--- src/core/tap_shift_reg.sv ---
// Capture/shift register used for the instruction and boundary chains.
// Assumes strobes are one-cycle pulses on i_clk, already qualified.
module tap_shift_reg #(
  parameter int W = 4
) (
  // Clock and reset
  input wire logic i_clk,
  input wire logic i_arst_n,
  // Control strobes
  input wire logic i_capture,
  input wire logic i_shift,
  // Data
  input wire logic [W-1:0] i_capture_data,
  input wire logic i_serial_in,
  output logic o_serial_out,
  output logic [W-1:0] o_par
);

  if (W < 1) begin : g_bad_w
    $error("tap_shift_reg needs W of at least 1");
  end

  always_ff @(posedge i_clk or negedge i_arst_n) begin
    if (!i_arst_n) begin
      o_par <= '0;
    end else if (i_capture) begin
      o_par <= i_capture_data;
    end else if (i_shift) begin
      // Shifts toward bit 0, which is the serial output
      if (W == 1) begin
        o_par <= i_serial_in;
      end else begin
        o_par <= {i_serial_in, o_par[W-1:1]};
      end
    end
  end

  assign o_serial_out = o_par[0];

endmodule

--- config.mk ---
export PLATFORM = sky130hd
export DESIGN_NAME = tap_shift_reg
export DESIGN_NICKNAME = d
export VERILOG_FILES = /design/src/core/tap_shift_reg.sv
export SDC_FILE = /design/constraint.sdc
export NUM_CORES = 1
export LEC_CHECK = 0
export BUFFER_PORTS_ARGS = -buffer_cell sky130_fd_sc_hd__buf_2
export CAP_MARGIN = 20
export CORE_AREA = 3 3 40 42
export CTS_CLUSTER_SIZE = 40
export DETAILED_ROUTE_END_ITERATION = 8
export DIE_AREA = 0 0 43 45
export PLACE_DENSITY = 0.48
export SYNTH_ARGS = -nofsm -noshare
export SYNTH_HDL_FRONTEND = slang
export SYNTH_SLANG_ARGS = --single-unit
--- constraint.sdc ---
create_clock -name i_clk -period 1.3 [get_ports i_clk]
set_input_delay 0.26 -clock i_clk [delete_from_list [all_inputs] [get_ports i_clk]]
set_output_delay 0.26 -clock i_clk [all_outputs]
set_load 0.1 [all_outputs]
==> impl_metrics.toml, run 1 <==
[setup_path]
endpoint_kind = "output port"
cp_num_cells = 1
critPathTopFamily = "flip-flops"
crit_path_start_kind = "register"
worstPathMaxFanout = 3
r2r.worst_path.cells = 2
critPathSlowestCell = "dfrtp_4"
slowest_delay_ns = 0.50
worstPathCellList = "buf_12"
crit_type = "reg2out"
reg2reg_slack_ns = 0.45
critical_path_arrival_ns = 0.92
path_buf_inv = 1
required_ns = 1.04

[floorplan]
dieArea_um2 = 1940
die_y_um = 45
pin_count = 14
die_w_um = 43
rows = 13
core_um2 = 1280
start_util_pct = 15.1

[grt]
grt_max_degree = 9
met2_usage_pct = 8.68
overflow = 0
use_met3_pct = 3.98
grt_use_total_pct = 6.61
antenna_found_initial = 0
grt_pass1_wl_um = 855
grt_use_met1_pct = 7.56
gr-max-usage-layer = "met2"
grt_pass1_vias = 194

[finish]
n_fill_cell = 133
largest_reg_flops = 4
largest_registers = "o_par x4"
fin_nets = 44
regMostFlops = "o_par"
area_delta_synth_final_pct = 92.9
antennaDiodeCount = 0
drive_gt1_share_pct = 50.0
final_util_pct = 29.1

[sta]
relSlewSlack_pct = 89.7
fmax_ghz = 0.846
period_minus_slack_ns = 1.18
fin_skew_ns = 0.00940
worst_pin_slew_ns = 0.150
tns_ns = 0
slew_viol_final = 0
rsz0062_at_grt = "no"
setup_viol = 0
finalHoldViolations = 0
period_share_pct = 90.9

[route]
vias = 186
drc = 0
firstDrtPassIters = 2
wl_um = 506
via_per_inst = 3.80
ant_nets = 0
wl_per_cell_um = 10.3
drt_iter0_markers = 1

[clock_tree]
cts.clk_slew.worst_paths_ns = 0.05
clkLatencyLatePin_ns = 0.24
cts_buffers = 3
cts_resized = 0
htree_levels = 1
holdBufCountCts = 1
clkSinkCount = 4
cts_tree = "done"
cts_root_buf = "clkbuf_4"
clk_path_buf_depth = 2
post_cts_buffers = 0

[yosys]
synth_top_family_by_area = "multiplexers"
muxShareOfSynthArea_pct = 20.6
syn_area_um2 = 194
yosys.area_share.simple_pct = 7.74
yosys.area_share.adder_pct = 0
synth_compound_area_share_pct = 10.3
synth_xor_area_share_pct = 0
syn_area_per_cell_um2 = 10.8
post_synth_num_cell_types = 6
ys_seq_area_share_pct = 51.6
synth_nets = 27
yosys_warnings = 0
synth_seq_cells = 4
synthCells = 18

[run_status]
status = "complete, no violations"

[placement]
io_buffers = 13
gp_congestion = 0.688

[worst_hold_path]
hold_depth = 3
hp-class = "in2reg"

[flow_run]
cap_violations = 0

[power_and_ir_drop]
pwr_density_cell_nw_per_um2 = 1500
irDropWorstVdd_v = 0.000383
p_leak_nw = 0.181
## Yosys cell counts
master / number / area share, %
buf_4: 1 / 3.9
buf_6: 1 / 5.8
dfrtp_1: 4 / 52
mux2i_1: 4 / 21
nand2_1: 4 / 7.7
o21ai_1: 4 / 10
## worst paths after layout
check                                   from           end
max                                 o_par[0]  o_serial_out
min                        i_capture_data[1]      o_par[1]
max reg2reg                         o_par[0]      o_par[0]
min reg2reg                         o_par[2]      o_par[1]
max in group asynchronous           i_arst_n      o_par[0]
min in group asynchronous           i_arst_n      o_par[0]
## worst reg2reg max path: cells and delay by family (launching register included)
family / cells / cell delay [ns]
compound gates: 1 / 0.08
flops: 1 / 0.50
mux: 1 / 0.16
## metrics by stage
stage                     setup slack, ns  std cells  hold WS (ns)  power, mW  area, um2
after detailed placement            0.377         44        0.0752      0.386        338
final                               0.118         49         0.225      0.563        374
after CTS                           0.108         49         0.221      0.574        374
after global placement              0.378         44        0.0696      0.384        338
after global routing               0.0939         49         0.239      0.592        374
after floorplan                   0.00975         18       -0.0356      0.295        198
## layer usage
layer	part of all wire, %	vias up
met2	36	13
li1	-	92
met3	15	0
met5	0	-
met1	49	81
met4	0	0
## logic make-up after synthesis
family	after synthesis
buffers and inverters	2
DFF	4
AOI/OAI and AO/OA	4
and+or+nand+nor	4
muxes	4
## report_power, final
group	switching (mW)	leakage [nW]	internal, mW
registers	0.0183	0.0474	0.140
clock network	0.0618	0.0150	0.116
logic	0.145	0.119	0.0823
total	0.225	0.181	0.338
## area by class of cell
class                           count  area (um2)  area share [%]
Clock buffer                        4        26.3            7.02
Timing Repair Buffer               14         150            40.1
Multi-Input combinational cell     12        75.1            20.1
Tap cell                           15        18.8            5.02
Sequential cell                     4         104            27.8
## placed cells by master, fill, tap and decap left out, drive strengths merged
master       Yosys  final
nand2            4      4
dlygate4sd3      0      1
clkbuf           0      4
dfrtp            4      4
buf              2     13
o21ai            4      4
mux2i            4      4
No activity file was read; power rests on OpenSTA's default activity.
==> run 2: changes to the inputs <==
--- a/config.mk
+++ b/config.mk
@@ -12,6 +12,7 @@
 export DETAILED_ROUTE_END_ITERATION = 8
 export DIE_AREA = 0 0 43 45
 export PLACE_DENSITY = 0.48
+export SETUP_SLACK_MARGIN = 0.4
 export SYNTH_ARGS = -nofsm -noshare
 export SYNTH_HDL_FRONTEND = slang
 export SYNTH_SLANG_ARGS = --single-unit
==> constraint.sdc (replaced) <==
create_clock -name i_clk -period 1.1 [get_ports i_clk]
set_input_delay 0.22 -clock i_clk [delete_from_list [all_inputs] [get_ports i_clk]]
set_output_delay 0.22 -clock i_clk [all_outputs]
set_load 0.1 [all_outputs]
==> run 2 against run 1 <==
The flow now finishes with violations (negative setup slack). Critical path depth did not move. Power rose by 19%. Flip-flop and latch count did not move. Register-to-register slack got worse by 0.33 ns. Final area rose by 12%. Wire length fell by 3.4%. Die area did not move. Via count fell by 1.6%. Sequential power rose by 23%. Critical path type unchanged. Final cell count rose by 4.1%. Non-clock buffer count rose by 3.
==> impl_metrics.toml, run 2 (synthesis results as in run 1) <==
[setup_path]
worstPathMaxFanout = 3
slowest_delay_ns = 0.50
critPathTopFamily = "flip-flops"
crit_type = "reg2out"
critPathSlowestCell = "dfrtp_4"
path_buf_inv = 1
required_ns = 0.88
endpoint_kind = "output port"
critical_path_arrival_ns = 0.91
worstPathCellList = "buf_12"
crit_path_start_kind = "register"

[clock_tree]
cts_tree = "done"
cts_buffers = 3
clk_path_buf_depth = 2
cts_root_buf = "clkbuf_4"
clkSinkCount = 4
htree_levels = 1
clkLatencyLatePin_ns = 0.23
cts.clk_slew.worst_paths_ns = 0.04

[finish]
largest_reg_flops = 4
largest_registers = "o_par x4"
mostFrequentLayoutCells = "buf_2 (8), buf_12 (5), nand2_1 (4), o21ai_1 (4), dfrtp_4 (4)"
area_delta_synth_final_pct = 116
fin_nets = 47
final_cells = 51
register_area_um2 = 115
n_fill_cell = 140
multiInputGateArea_um2 = 78.8
final_common_cell = "buf_2"
regMostFlops = "o_par"
antennaDiodeCount = 0
drive_gt1_share_pct = 66.7

[placement]
post-place-ws_ns = 0.216
io_buffers = 13
dp.cells = 44
gp_congestion = 0.601

[power_and_ir_drop]
switchingPower_mw = 0.253
pwr_density_cell_nw_per_um2 = 1590
power_frac_clock_pct = 26.2
irDropWorstVdd_v = 0.000367
switching_share_pct = 37.9
power.total_mw = 0.667
power.share.combinational_pct = 44.7
intPower_mw = 0.414
power_frac_seq_pct = 29.0
p_leak_nw = 0.193

[run_status]
violations = "negative setup slack"
status = "finished with violations"

[sta]
worst_pin_slew_ns = 0.169
slew_viol_final = 0
fin_skew_ns = 0.00137
relSlewSlack_pct = 88.4
tns_ns = -0.0813
finalHoldViolations = 0
fmax_ghz = 0.887
period_minus_slack_ns = 1.13
setup_viol = 5
period_share_pct = 102
final.setup.worst_slack_ns = -0.0272
rsz0062_at_grt = "yes"

[flow_run]
cap_violations = 0

[route]
wl_per_cell_um = 9.59
ant_nets = 0
wl_um = 489
vias = 183
drt_iter0_markers = 0
firstDrtPassIters = 1
via_per_inst = 3.59
drc = 0

[grt]
grt_pass1_vias = 201
overflow = 0
antenna_found_initial = 0
grt_use_met1_pct = 5.83
use_met3_pct = 4.78
met2_usage_pct = 9.88
grt_max_degree = 9
gr-max-usage-layer = "met2"
grt_pass1_wl_um = 793
grt_use_total_pct = 6.26

[floorplan]
dieArea_um2 = 1940
die_w_um = 43
rows = 13
die_y_um = 45
core_um2 = 1280
start_util_pct = 15.1
pin_count = 14

[worst_hold_path]
hp-class = "in2reg"
run 2: timing repair:
action                                  4_1_cts  5_1_grt
endpoints found under the setup margin        9        9
resized for setup                             3        1
buffers inserted                              3        0
pin swaps                                     2        1
hold endpoints to repair                      4        0
hold buffers                                  1        0
run 2: final timing paths:
kind	startpoint	slack [ns]	depth (start not counted)	endpoint
max in group asynchronous	i_arst_n	0.65	2	o_par[2]
worst min register to register	o_par[0]	0.70	2	o_par[0]
worst min-delay path	i_capture_data[2]	0.20	3	o_par[2]
min in group asynchronous	i_arst_n	0.32	2	o_par[0]
worst max register to register	o_par[1]	0.12	3	o_par[0]
worst max-delay path	o_par[0]	-0.03	1	o_serial_out
run 2: worst min-delay path, stage by stage:
cell and delay (ns):
buf_2 0.07, nand2_1 0.04, o21ai_1 0.06
run 2: metal layers:
metal / routed length [um] / part of all wire (%)
met1: 188 / 38
met2: 251 / 51
met3: 49 / 10
met4: 0 / 0
met5: 0 / 0
run 2: layout make-up:
type / instances / share of cell area (%)
Clock buffer: 3 / 5.37
Multi-Input combinational cell: 12 / 18.8
Sequential cell: 4 / 27.5
Tap cell: 15 / 4.48
Timing Repair Buffer: 17 / 43.9
run 2: power groups by stage:
stage	sequential, mW	clock, mW	combinational [mW]
3_5_place_dp	0.196	0	0.267
2_1_floorplan	0.298	0	0.0720
6_report	0.194	0.175	0.298
5_1_grt	0.195	0.196	0.310
4_1_cts	0.194	0.186	0.294
3_3_place_gp	0.196	0	0.267
run 2: stage by stage:
step                      area [um2]  hold WS [ns]  utilization [%]
after global routing             419         0.217             32.6
final                            419         0.198             32.6
after detailed placement         349        0.0298             27.2
after floorplan                  221       -0.0756                -
after CTS                        415         0.188             32.3
after global placement           349        0.0286             27.2
